--- src/logic/cfg_ctrl_defines.svh ---
// Constants for the configuration control register bank.
// Assumes a 32-bit classic Wishbone bus with byte addresses.
`ifndef CFG_CTRL_DEFINES_SVH
`define CFG_CTRL_DEFINES_SVH
// ==========================================================
// Register offsets
`define CFG_OFF_CONTROL 8'h00
`define CFG_OFF_UNLOCK_STATUS 8'h04
`define CFG_OFF_PIN_SELECT 8'h10
`define CFG_OFF_MODULE_DISABLE 8'h20
// ==========================================================
// Field positions
`define CFG_BIT_PIN_SELECT_LOCK 13
`define CFG_BIT_MODULE_DISABLE_LOCK 12
`define CFG_BIT_DEBUG_PORT_ENABLE 3
`define CFG_BIT_TWO_WIRE_DATA_OUT_ENABLE 0
`define CFG_BIT_UNLOCK_ARMED 0
// ==========================================================
// Reset values
`define CFG_RST_CONTROL 32'h0000_0001
`define CFG_RST_BANK 32'h0000_0000
`endif

--- src/logic/cfg_ctrl_pkg.sv ---
// Types shared by the configuration control bank.
// Assumes cfg_ctrl_defines.svh supplies the numeric constants.
package cfg_ctrl_pkg;
    typedef enum logic [2:0] {
        SEL_CONTROL,
        SEL_UNLOCK,
        SEL_PIN_SELECT,
        SEL_MODULE_DISABLE,
        SEL_NONE
    } reg_sel_t;
endpackage : cfg_ctrl_pkg

--- src/logic/cfg_word_store.sv ---
// Small store of lockable configuration words with registered read data.
// Assumes the caller decides when a write is allowed.
`include "cfg_ctrl_defines.svh"
module cfg_word_store #(
    parameter int DEPTH = 4,
    parameter int AW = 2
) (
    input wire logic clk_i,
    input wire logic rst_i,
    input wire logic we_i,
    input wire logic [AW-1:0] waddr_i,
    input wire logic [3:0] sel_i,
    input wire logic [31:0] wdata_i,
    input wire logic [AW-1:0] raddr_i,
    output logic [31:0] rdata_o
);
    logic [31:0] mem_q [DEPTH];

    always_ff @(posedge clk_i) begin
        if (rst_i) begin
            for (int i = 0; i < DEPTH; i++) begin
                mem_q[i] <= `CFG_RST_BANK;
            end
        end else if (we_i) begin
            for (int b = 0; b < 4; b++) begin
                if (sel_i[b]) begin
                    mem_q[waddr_i][8*b +: 8] <= wdata_i[8*b +: 8];
                end
            end
        end
    end

    always_ff @(posedge clk_i) begin
        if (rst_i) begin
            rdata_o <= `CFG_RST_BANK;
        end else begin
            rdata_o <= mem_q[raddr_i];
        end
    end
endmodule : cfg_word_store

--- src/logic/config_lock_debug_control.sv ---
// Configuration control register with lock bits guarding pin-select and
// module-disable banks, plus debug port enables.
// Assumes a classic Wishbone master on clk_i and a one-cycle unlock grant.
`include "cfg_ctrl_defines.svh"

// Overview of operation
// - While the pin-select lock is 1, writes to the pin-select words are dropped.
// - While the module-disable lock is 1, writes to the module-disable words are dropped.
// - Bit 3 turns the debug test port on when 1 and resets to 0.
// - Bit 0 makes the two-wire debug protocol use data out when 1 and resets to 1.
// - The lock bits change only on a write that follows an unlock grant.
// - Bits 31-14, 11-4 and 2-1 read as zero and ignore writes.
module config_lock_debug_control
    import cfg_ctrl_pkg::*;
#(
    parameter int BANK_DEPTH = 4
) (
    input wire logic clk_i,
    input wire logic rst_i,
    input wire logic cyc_i,
    input wire logic stb_i,
    input wire logic we_i,
    input wire logic [7:0] adr_i,
    input wire logic [3:0] sel_i,
    input wire logic [31:0] dat_i,
    output logic [31:0] dat_o,
    output logic ack_o,
    output logic err_o,
    input wire logic unlock_grant_i,
    output logic pin_select_lock_o,
    output logic module_disable_lock_o,
    output logic debug_port_enable_o,
    output logic two_wire_data_out_enable_o
);
    localparam int AW = $clog2(BANK_DEPTH);

    // ==========================================================
    // Address decode
    function automatic reg_sel_t decode(input logic [7:0] a);
        if (a == `CFG_OFF_CONTROL) return SEL_CONTROL;
        if (a == `CFG_OFF_UNLOCK_STATUS) return SEL_UNLOCK;
        if (a[7:4] == 4'(`CFG_OFF_PIN_SELECT >> 4) && a[1:0] == 2'h0 && a[3:2] < BANK_DEPTH)
            return SEL_PIN_SELECT;
        if (a[7:4] == 4'(`CFG_OFF_MODULE_DISABLE >> 4) && a[1:0] == 2'h0 && a[3:2] < BANK_DEPTH)
            return SEL_MODULE_DISABLE;
        return SEL_NONE;
    endfunction : decode

    reg_sel_t sel_now;
    logic req;
    logic wr;
    logic ack_q;
    logic err_q;
    logic rd_pend_q;
    reg_sel_t rsel_q;
    logic pin_lock_q;
    logic mod_lock_q;
    logic dbg_en_q;
    logic tdo_en_q;
    logic armed_q;
    logic lock_wr;
    logic ps_we;
    logic md_we;
    logic [31:0] ps_rdata;
    logic [31:0] md_rdata;

    assign sel_now = decode(adr_i);
    // Request taken once; a second cycle waits for ack to drop
    assign req = cyc_i && stb_i && !ack_q && !err_q && !rd_pend_q;
    assign wr = req && we_i;

    // ==========================================================
    // Bus handshake: writes answer next cycle, all mapped reads one later
    always_ff @(posedge clk_i) begin
        if (rst_i) begin
            ack_q <= 1'b0;
            err_q <= 1'b0;
            rd_pend_q <= 1'b0;
            rsel_q <= SEL_NONE;
        end else begin
            // Reads wait one more cycle for the registered bank word
            ack_q <= (wr && sel_now != SEL_NONE) || rd_pend_q;
            err_q <= req && sel_now == SEL_NONE;
            rd_pend_q <= req && !we_i && sel_now != SEL_NONE;
            if (req) rsel_q <= sel_now;
        end
    end
    assign ack_o = ack_q;
    assign err_o = err_q;

    // ==========================================================
    // Unlock arming
    assign lock_wr = wr && sel_now == SEL_CONTROL && sel_i[1];
    always_ff @(posedge clk_i) begin
        if (rst_i) begin
            armed_q <= 1'b0;
        end else if (unlock_grant_i) begin
            armed_q <= 1'b1;
        end else if (lock_wr) begin
            armed_q <= 1'b0;
        end
    end

    // ==========================================================
    // Control register
    always_ff @(posedge clk_i) begin
        if (rst_i) begin
            pin_lock_q <= 1'(`CFG_RST_CONTROL >> `CFG_BIT_PIN_SELECT_LOCK);
            mod_lock_q <= 1'(`CFG_RST_CONTROL >> `CFG_BIT_MODULE_DISABLE_LOCK);
        end else if (lock_wr && armed_q) begin
            pin_lock_q <= dat_i[`CFG_BIT_PIN_SELECT_LOCK];
            mod_lock_q <= dat_i[`CFG_BIT_MODULE_DISABLE_LOCK];
        end
    end

    always_ff @(posedge clk_i) begin
        if (rst_i) begin
            dbg_en_q <= 1'(`CFG_RST_CONTROL >> `CFG_BIT_DEBUG_PORT_ENABLE);
            tdo_en_q <= 1'(`CFG_RST_CONTROL >> `CFG_BIT_TWO_WIRE_DATA_OUT_ENABLE);
        end else if (wr && sel_now == SEL_CONTROL && sel_i[0]) begin
            dbg_en_q <= dat_i[`CFG_BIT_DEBUG_PORT_ENABLE];
            tdo_en_q <= dat_i[`CFG_BIT_TWO_WIRE_DATA_OUT_ENABLE];
        end
    end

    assign pin_select_lock_o = pin_lock_q;
    assign module_disable_lock_o = mod_lock_q;
    assign debug_port_enable_o = dbg_en_q;
    assign two_wire_data_out_enable_o = tdo_en_q;

    // ==========================================================
    // Guarded banks
    assign ps_we = wr && sel_now == SEL_PIN_SELECT && !pin_lock_q;
    assign md_we = wr && sel_now == SEL_MODULE_DISABLE && !mod_lock_q;

    cfg_word_store #(.DEPTH(BANK_DEPTH), .AW(AW)) u_pin_select (
        .clk_i(clk_i),
        .rst_i(rst_i),
        .we_i(ps_we),
        .waddr_i(adr_i[2 +: AW]),
        .sel_i(sel_i),
        .wdata_i(dat_i),
        .raddr_i(adr_i[2 +: AW]),
        .rdata_o(ps_rdata)
    );

    cfg_word_store #(.DEPTH(BANK_DEPTH), .AW(AW)) u_module_disable (
        .clk_i(clk_i),
        .rst_i(rst_i),
        .we_i(md_we),
        .waddr_i(adr_i[2 +: AW]),
        .sel_i(sel_i),
        .wdata_i(dat_i),
        .raddr_i(adr_i[2 +: AW]),
        .rdata_o(md_rdata)
    );

    // ==========================================================
    // Read data, registered at the acking edge
    logic [31:0] ctrl_word;
    always_comb begin
        ctrl_word = 32'h0000_0000;
        ctrl_word[`CFG_BIT_PIN_SELECT_LOCK] = pin_lock_q;
        ctrl_word[`CFG_BIT_MODULE_DISABLE_LOCK] = mod_lock_q;
        ctrl_word[`CFG_BIT_DEBUG_PORT_ENABLE] = dbg_en_q;
        ctrl_word[`CFG_BIT_TWO_WIRE_DATA_OUT_ENABLE] = tdo_en_q;
    end

    always_ff @(posedge clk_i) begin
        if (rst_i) begin
            dat_o <= 32'h0000_0000;
        end else if (rd_pend_q) begin
            unique case (rsel_q)
                SEL_CONTROL: dat_o <= ctrl_word;
                SEL_UNLOCK: dat_o <= {31'h0000_0000, armed_q};
                SEL_PIN_SELECT: dat_o <= ps_rdata;
                SEL_MODULE_DISABLE: dat_o <= md_rdata;
                SEL_NONE: dat_o <= 32'h0000_0000;
            endcase
        end
    end

    // ==========================================================
    // Checks
    // The addressed word is watched; the master holds the address through the ack edge
    property p_ps_blocked;
        @(posedge clk_i) disable iff (rst_i)
        (wr && sel_now == SEL_PIN_SELECT && pin_lock_q)
            |=> $stable(u_pin_select.mem_q[adr_i[2 +: AW]]);
    endproperty
    a_ps_blocked: assert property (p_ps_blocked)
        else $error("pin-select word changed while locked");
    property p_md_blocked;
        @(posedge clk_i) disable iff (rst_i)
        (wr && sel_now == SEL_MODULE_DISABLE && mod_lock_q)
            |=> $stable(u_module_disable.mem_q[adr_i[2 +: AW]]);
    endproperty
    a_md_blocked: assert property (p_md_blocked)
        else $error("module-disable word changed while locked");
    property p_lock_needs_unlock;
        @(posedge clk_i) disable iff (rst_i)
        ($changed(pin_lock_q) || $changed(mod_lock_q)) |-> $past(armed_q) && $past(lock_wr);
    endproperty
    a_lock_needs_unlock: assert property (p_lock_needs_unlock)
        else $error("lock bit changed without unlock");
    property p_arm_once;
        @(posedge clk_i) disable iff (rst_i)
        (lock_wr && !unlock_grant_i) |=> !armed_q;
    endproperty
    a_arm_once: assert property (p_arm_once)
        else $error("unlock grant not consumed by lock write");
    property p_arm_set;
        @(posedge clk_i) disable iff (rst_i) unlock_grant_i |=> armed_q;
    endproperty
    a_arm_set: assert property (p_arm_set)
        else $error("unlock grant did not arm");
    property p_reserved_zero;
        @(posedge clk_i) disable iff (rst_i)
        (ack_q && rsel_q == SEL_CONTROL && !$past(we_i)) |-> (dat_o & 32'hFFFF_CFF6) == 32'h0;
    endproperty
    a_reserved_zero: assert property (p_reserved_zero)
        else $error("reserved control bits read nonzero");
    property p_reset_vals;
        @(posedge clk_i) rst_i |=> tdo_en_q && !dbg_en_q;
    endproperty
    a_reset_vals: assert property (p_reset_vals)
        else $error("debug enables have wrong reset value");
    property p_dbg_follows;
        @(posedge clk_i) disable iff (rst_i)
        (wr && sel_now == SEL_CONTROL && sel_i[0])
            |=> dbg_en_q == $past(dat_i[`CFG_BIT_DEBUG_PORT_ENABLE]);
    endproperty
    a_dbg_follows: assert property (p_dbg_follows)
        else $error("debug enable did not take written value");
    property p_tdo_follows;
        @(posedge clk_i) disable iff (rst_i)
        (wr && sel_now == SEL_CONTROL && sel_i[0])
            |=> tdo_en_q == $past(dat_i[`CFG_BIT_TWO_WIRE_DATA_OUT_ENABLE]);
    endproperty
    a_tdo_follows: assert property (p_tdo_follows)
        else $error("data-out enable did not take written value");
    property p_read_ack_late;
        @(posedge clk_i) disable iff (rst_i)
        (req && !we_i && sel_now != SEL_NONE) |=> !ack_q ##1 ack_q;
    endproperty
    a_read_ack_late: assert property (p_read_ack_late)
        else $error("read not acknowledged two cycles after request");
    property p_ack_pulse;
        @(posedge clk_i) disable iff (rst_i) ack_q |=> !ack_q;
    endproperty
    a_ack_pulse: assert property (p_ack_pulse)
        else $error("ack held longer than one cycle");
    c_lock_write: cover property (@(posedge clk_i) disable iff (rst_i) lock_wr && armed_q);
    c_ps_blocked: cover property (@(posedge clk_i) disable iff (rst_i)
        wr && sel_now == SEL_PIN_SELECT && pin_lock_q);
    c_err: cover property (@(posedge clk_i) disable iff (rst_i) err_q);
endmodule : config_lock_debug_control

--- config.mk ---
export PLATFORM = sky130hd
export DESIGN_NAME = config_lock_debug_control
export DESIGN_NICKNAME = d
export VERILOG_FILES = /design/src/logic/cfg_ctrl_pkg.sv /design/src/logic/cfg_word_store.sv /design/src/logic/config_lock_debug_control.sv
export VERILOG_INCLUDE_DIRS = /design/src /design/src/logic
export SDC_FILE = /design/constraint.sdc
export NUM_CORES = 1
export LEC_CHECK = 0
export BUFFER_PORTS_ARGS = -buffer_cell sky130_fd_sc_hd__clkbuf_2
export CORE_MARGIN = 1.5
export CORE_UTILIZATION = 35
export CTS_CLUSTER_SIZE = 12
export DETAILED_ROUTE_END_ITERATION = 8
export PLACE_DENSITY_LB_ADDON = 0.05
export SYNTH_ARGS = -nofsm -noshare
export SYNTH_HDL_FRONTEND = slang
export SYNTH_SLANG_ARGS = --single-unit
--- constraint.sdc ---
create_clock -name clk_i -period 3.7 [get_ports clk_i]
set_clock_uncertainty 0.15 [all_clocks]
set_input_delay 0.555 -clock clk_i [delete_from_list [all_inputs] [get_ports clk_i]]
set_output_delay 0.555 -clock clk_i [all_outputs]
set_load 0.01 [all_outputs]
==> summary.txt, run 1 <==
Power and ir drop
  – Clock power frac: 0.451
  – Sw Ratio: 0.219
  – Worst IR drop on VDD: 245 µV
  – Part of the power in registers: 0.492
  – PD cells: 511 nW/µm²
  – Net switching power: 0.00202 W
  – Int Pwr: 0.00720 W
  – Leakage: 6.11 nW
  – Combinational power share: 0.057

Layout
  – Layout cells sized above 1: 0.262
  – Number of diodes: 0
  – Fin util: 0.415
  – Fin area: 18000 µm²
  – FF/Latch Area: 9830 µm²
  – Multi-input gate area: 5110 µm²
  – P&R area growth vs syn: 16.2%
  – Filler cell count: 4138
  – Finished Layout Cells: 1842
  – Final nets: 1273

Clock tree
  – H-tree levels: 2
  – Max Root-Sink Buffers: 3
  – Cts hold-fix bufs: 0
  – Worst-Skew Late Latency: 0.56 ns
  – CTS resizes: 0
  – Cts bufs inserted: 42
  – Setup bufs post-CTS: 0
  – CTS Sinks: 363
  – Clock transition at path regs: 0.06 ns
  – CTS tree: done
  – Root buffer cell: clkbuf_16

Timing
  – Pins Over Slew Limit: 0
  – Slew @ Worst Pin: 1.05 ns
  – Minimum clock period: 2.76 ns
  – Fin Hold WS: 0.0575 ns
  – Slew margin rel.: 0.296
  – FMAX: 0.362 GHz
  – Period utilization: 0.747
  – Final setup TNS: 0 ns
  – Setup Viol. Count Final: 0
  – Final Hold Fails: 0
  – Unrepaired setup endpoints after global routing: false

Placed design
  – Port-buffer cells: 87
  – # placed instances: 1764
  – Routability Congestion: 0.702
  – Placed instance area: 16700 µm²
  – Post-DP HPWL: 25700 µm

Synth
  – #FFs+latches synth: 363
  – Area of the mapped netlist: 15500 µm²
  – Most frequent cells after synthesis: edfxtp_1, nor3_1, dfxtp_1
  – Synth warn: 0
  – Yosys top cell by area: edfxtp_1
  – Post-synth EDFFs: 256
  – Synthesized area per cell: 13.5 µm²
  – Synth top area share: 0.495
  – Synth unique cells: 47
  – Largest cells by area after synthesis: edfxtp_1, dfxtp_1, mux4_2
  – Most common cell in the netlist: edfxtp_1
  – Synth Net Count: 1202
  – Post-Synthesis Cells: 1152
  – Register area share after synthesis: 0.633
  – Ys async rst share: 0
  – Top_reg_cell synth: edfxtp_1

Setup path
  – Critical path endpoint category: flip-flop
  – Worst Path Max Fanout: 24
  – Critical path type: reg2reg
  – Crit start category: flip-flop
  – CP required: 3.91 ns
  – Worst reg-to-reg setup slack: 0.94 ns
  – Worst Path Arrival: 2.97 ns

Die
  – Placement row count: 76
  – Core area: 43500 µm²
  – DIE WIDTH: 214 µm
  – Area of the die: 45600 µm²
  – Die Span Y: 214 µm
  – Num ports: 88
  – Initial core utilization: 0.357

GRT
  – Initial antenna violation count: 2
  – GR Util All Layers: 0.190
  – Pin count of the biggest net entering global routing: 57
  – First-pass GRT wire length: 64200 µm
  – Vias in the first global route: 10010
  – Congestion Overflow GR: 0

Drt
  – Vias per inst: 5.28
  – Drt wl/cell: 22.7 µm
  – DRT Pass-1 Iters: 7
  – DR vias: 9727
  – # DRC: 0
  – Iteration-0 DRC Markers: 712
  – Final ANT Viol Nets: 0
  – Final WL: 41900 µm

Outcome
  – Status: finished, final reports clean

Flow run
  – Maxcap violations: 0

Min path
  – Worst min-delay path class: in2reg
-- cell usage in the layout, fill, tap and decap left out, types with 9 or more instances in the layout --
cell type	Yosys	final
o21bai_1	18	18
nor3_2	27	27
nand4_1	12	12
clkbuf_16	0	45
nor2b_1	105	105
nor3_1	187	187
inv_1	19	19
buf_4	0	55
nor2_1	34	34
a21oi_1	30	30
clkbuf_2	0	84
clkinv_1	16	24
a41o_1	15	15
mux4_2	64	64
dfxtp_1	107	105
edfxtp_1	256	256
mux2_2	28	28
nor4_1	51	51
clkbuf_1	83	13
o21ai_0	9	9
-- flip-flops by register name, summed over array words and instances (netlist names) --
| register | flops |
|---|---|
| ack_o | 1 |
| armed_q | 1 |
| dat_o | 32 |
| debug_port_enable_o | 1 |
| err_o | 1 |
| module_disable_lock_o | 1 |
| pin_select_lock_o | 1 |
| rd_pend_q | 1 |
| rsel_q | 3 |
| two_wire_data_out_enable_o | 1 |
| u_module_disable.mem_q | 128 |
| u_module_disable.rdata_o | 32 |
| u_pin_select.mem_q | 128 |
| u_pin_select.rdata_o | 32 |
-- power groups by stage --
stage / clock, W / combinational [W] / sequential [W]
global placement: 0 / 0.000537 / 0.00462
global route: 0.00441 / 0.000573 / 0.00455
CTS: 0.00427 / 0.000538 / 0.00453
detailed placement: 0 / 0.000536 / 0.00462
finish: 0.00416 / 0.000525 / 0.00453
floorplan: 0 / 0.000345 / 0.00460
-- through the flow --
| stage | total power [W] | worst slack (ns) |
|---|---|---|
| floorplan | 0.00494 | 0.801 |
| global placement | 0.00515 | 0.664 |
| detailed placement | 0.00516 | 0.618 |
| CTS | 0.00934 | 0.950 |
| global route | 0.00953 | 0.615 |
| finish | 0.00922 | 0.938 |
-- final timing paths --
path,startpoint,to,depth (start not counted)
setup reg to reg,err_o,u_pin_select.mem_q[0][11],3
setup / recovery,err_o,u_pin_select.mem_q[0][11],3
hold / removal,we_i,rd_pend_q,2
hold reg to reg,dat_o[13],dat_o[13],1
-- layout make-up --
cell class                 instances  share of cell area
sequential                       363               0.545
multi-input combinational        641               0.283
clock buffer                      62              0.0682
timing repair buffer             140              0.0473
tap                              585              0.0406
clock inverter                    16             0.00826
inverter                          35             0.00728
-- layer usage --
layer | wire (µm) | vias to the layer above | GRT usage
met2 | 18800 | 212 | 0.293
met3 | 1990 | 57 | 0.0324
met1 | 20100 | 4920 | 0.274
li1 | - | 4534 | -
met4 | 904 | 4 | 0.0622
met5 | 22 | - | 0
-- worst max-delay path: stages (launching register included) --
cell      delay, ns
dfxtp_1        0.38
and4bb_1       0.66
nand4_1        0.95
nor3_1         0.41
-- logic make-up (layout without fill, tap and decap cells) --
group | Yosys count | after routing | synth area share
and+or+nand+nor | 457 | 457 | 0.172
DFF | 363 | 363 | 0.633
xor gates and xnor gates | 1 | 1 | 0.000564
AOI/OAI and AO/OA | 86 | 86 | 0.0385
buffers and inverters | 148 | 253 | 0.0391
muxes | 97 | 97 | 0.116
Power figures use the tool's default switching activity.
==> run 2: changes to the inputs <==
==> constraint.sdc (replaced) <==
create_clock -name clk_i -period 2.8 [get_ports clk_i]
set_clock_uncertainty 0.15 [all_clocks]
set_input_delay 0.42 -clock clk_i [delete_from_list [all_inputs] [get_ports clk_i]]
set_output_delay 0.42 -clock clk_i [all_outputs]
set_load 0.01 [all_outputs]
==> run 2 against run 1 <==
  * Clock-buffer cell count up 1
  * Via count up 1.7%
  * Die area unchanged
  * Critical path depth up 3
  * Sequential share of layout area is 0.70 points lower
  * Final area increased by 1.3%
==> summary.txt, run 2 (same netlist as run 1, synthesis figures left out) <==
Placed design
  – Post-DP HPWL: 26300 µm (+2.3%)
  – # placed instances: 1787 (+1.3%)
  – Port-buffer cells: 87 (unchanged)
  – Routability Congestion: 0.729 (+3.8%)

Clock tree
  – Worst-Skew Late Latency: 0.56 ns (about the same)
  – CTS resizes: 0 (unchanged)
  – Root buffer cell: clkbuf_16
  – CTS tree: done
  – Cts bufs inserted: 42 (unchanged)
  – Max Root-Sink Buffers: 3 (unchanged)
  – CTS Sinks: 363 (unchanged)
  – Clock transition at path regs: 0.06 ns (about the same)
  – H-tree levels: 2 (unchanged)
  – Setup bufs post-CTS: 0 (unchanged)

Die
  – Initial core utilization: 0.357 (unchanged)
  – Placement row count: 76 (unchanged)
  – Die Span Y: 214 µm (unchanged)
  – Core area: 43500 µm² (unchanged)
  – Num ports: 88 (unchanged)
  – DIE WIDTH: 214 µm (unchanged)
  – Area of the die: 45600 µm² (unchanged)

Drt
  – Vias per inst: 5.28 (about the same)
  – Drt wl/cell: 22.5 µm (-0.97%)
  – Iteration-0 DRC Markers: 698 (-2.0%)
  – DR vias: 9888 (+1.7%)
  – # DRC: 0 (unchanged)
  – Final ANT Viol Nets: 0 (unchanged)
  – Final WL: 42100 µm (+0.59%)
  – DRT Pass-1 Iters: 5 (-2)

Setup path
  – Worst Path Max Fanout: 11 (-54%)
  – CP required: 2.85 ns (-1.06 ns)
  – Worst reg-to-reg setup slack: 0.41 ns (-0.53 ns)
  – Critical path type: in2reg
  – Critical path endpoint category: flip-flop
  – Worst Path Arrival: 2.59 ns (-0.38 ns)
  – Crit start category: input port

GRT
  – First-pass GRT wire length: 64400 µm (+0.28%)
  – Initial antenna violation count: 2 (unchanged)
  – GR peak layer: met2
  – Congestion Overflow GR: 0 (unchanged)
  – M2 GR Usage: 0.300 (+0.00761)
  – Pin count of the biggest net entering global routing: 61 (+7.0%)
  – Routing usage on met1: 0.273 (-0.00146)
  – Vias in the first global route: 10100 (+0.90%)
  – Met3 usage: 0.0356 (+0.00322)
  – GR Util All Layers: 0.191 (+0.000399)

Layout
  – Layout cells sized above 1: 0.273 (+0.0112)
  – Number of diodes: 0 (unchanged)
  – FF/Latch Area: 9830 µm² (unchanged)
  – P&R area growth vs syn: 17.7%
  – Filler cell count: 4081 (-1.4%)
  – Most frequent cells in the layout: edfxtp_1, nor3_1, nor2b_1, dfxtp_1, clkbuf_2
  – Commonest non-fill, non-tap cell in the layout: edfxtp_1
  – Final nets: 1302 (+2.3%)
  – Finished Layout Cells: 1871 (+1.6%)
  – Multi-input gate area: 5110 µm² (unchanged)
  – Largest registers: u_module_disable.mem_q (128), u_pin_select.mem_q (128)

Power and ir drop
  – Worst IR drop on VDD: 318 µV (+30%)
  – PD cells: 654 nW/µm² (+28%)
  – Leakage: 6.25 nW (+2.3%)
  – Total power: 0.0119 W (+30%)

Timing
  – Unrepaired setup endpoints after global routing: false
  – Pins Over Slew Limit: 0 (unchanged)
  – Final setup TNS: 0 ns (unchanged)
  – FMAX: 0.394 GHz
  – Minimum clock period: 2.54 ns
  – Slew @ Worst Pin: 1.06 ns (+0.00559 ns)
  – Final Hold Fails: 0 (unchanged)
  – Period utilization: 0.907
  – Setup Viol. Count Final: 0 (unchanged)
  – Slew margin rel.: 0.293 (-0.00309)

Flow run
  – Maxcap violations: 0 (unchanged)

Outcome
  – Status: finished, final reports clean

Min path
  – Worst min-delay path class: in2reg
-- run 2: critical path, stage by stage --
cell and delay [ns]:
dlygate4sd3_1 0.53, clkbuf_2 0.13, and4bb_1 0.34, buf_4 0.22, and2_1 0.39, a41o_1 0.55
-- run 2: metrics by stage --
stage | hold slack [ns] | area (µm²) | setup slack, ns | util
2_1_floorplan | 0.333 | 15500 | 0.0364 | -
3_3_place_gp | 0.308 | 16900 | 0.107 | 0.389
3_5_place_dp | 0.304 | 16900 | 0.0985 | 0.389
4_1_cts | 0.118 | 18300 | 0.293 | 0.420
5_1_grt | 0.150 | 18300 | 0.165 | 0.420
6_report | 0.164 | 18300 | 0.261 | 0.420
-- run 2: metal layers --
layer	vias to the layer above	part of all wire	wire (µm)
li1	4594	-	-
met1	5010	0.47	20000
met2	220	0.46	19600
met3	60	0.045	1890
met4	4	0.016	676
met5	-	0.00059	25
-- run 2: report_power, final --
part / switching (W) / internal [W]
Combinational: 0.000430 / 0.000298
Sequential: 0.0000584 / 0.00593
Clock: 0.00219 / 0.00304
-- run 2: path summary, 6_finish.rpt --
kind / from / endpoint / cells past startpoint
worst max-delay path: we_i / u_pin_select.mem_q[1][14] / 6
worst min-delay path: adr_i[4] / rsel_q[0] / 3
worst max register to register: err_o / u_pin_select.mem_q[1][14] / 4
worst min register to register: dat_o[3] / dat_o[3] / 1
-- run 2: final cells by class --
type,count,share of cell area
flip-flops and latches,363,0.538
multi-input cells,641,0.280
clock buffers,63,0.0675
repair buffers,169,0.0636
well taps,585,0.0401
inverters,35,0.00719
clock inverters,15,0.00390
-- run 2: repair_timing --
| action | CTS | global route |
|---|---|---|
| hold buffers | 6 | 0 |
| hold endpoints to repair | 6 | 0 |
| setup endpoints to repair | 0 | 0 |
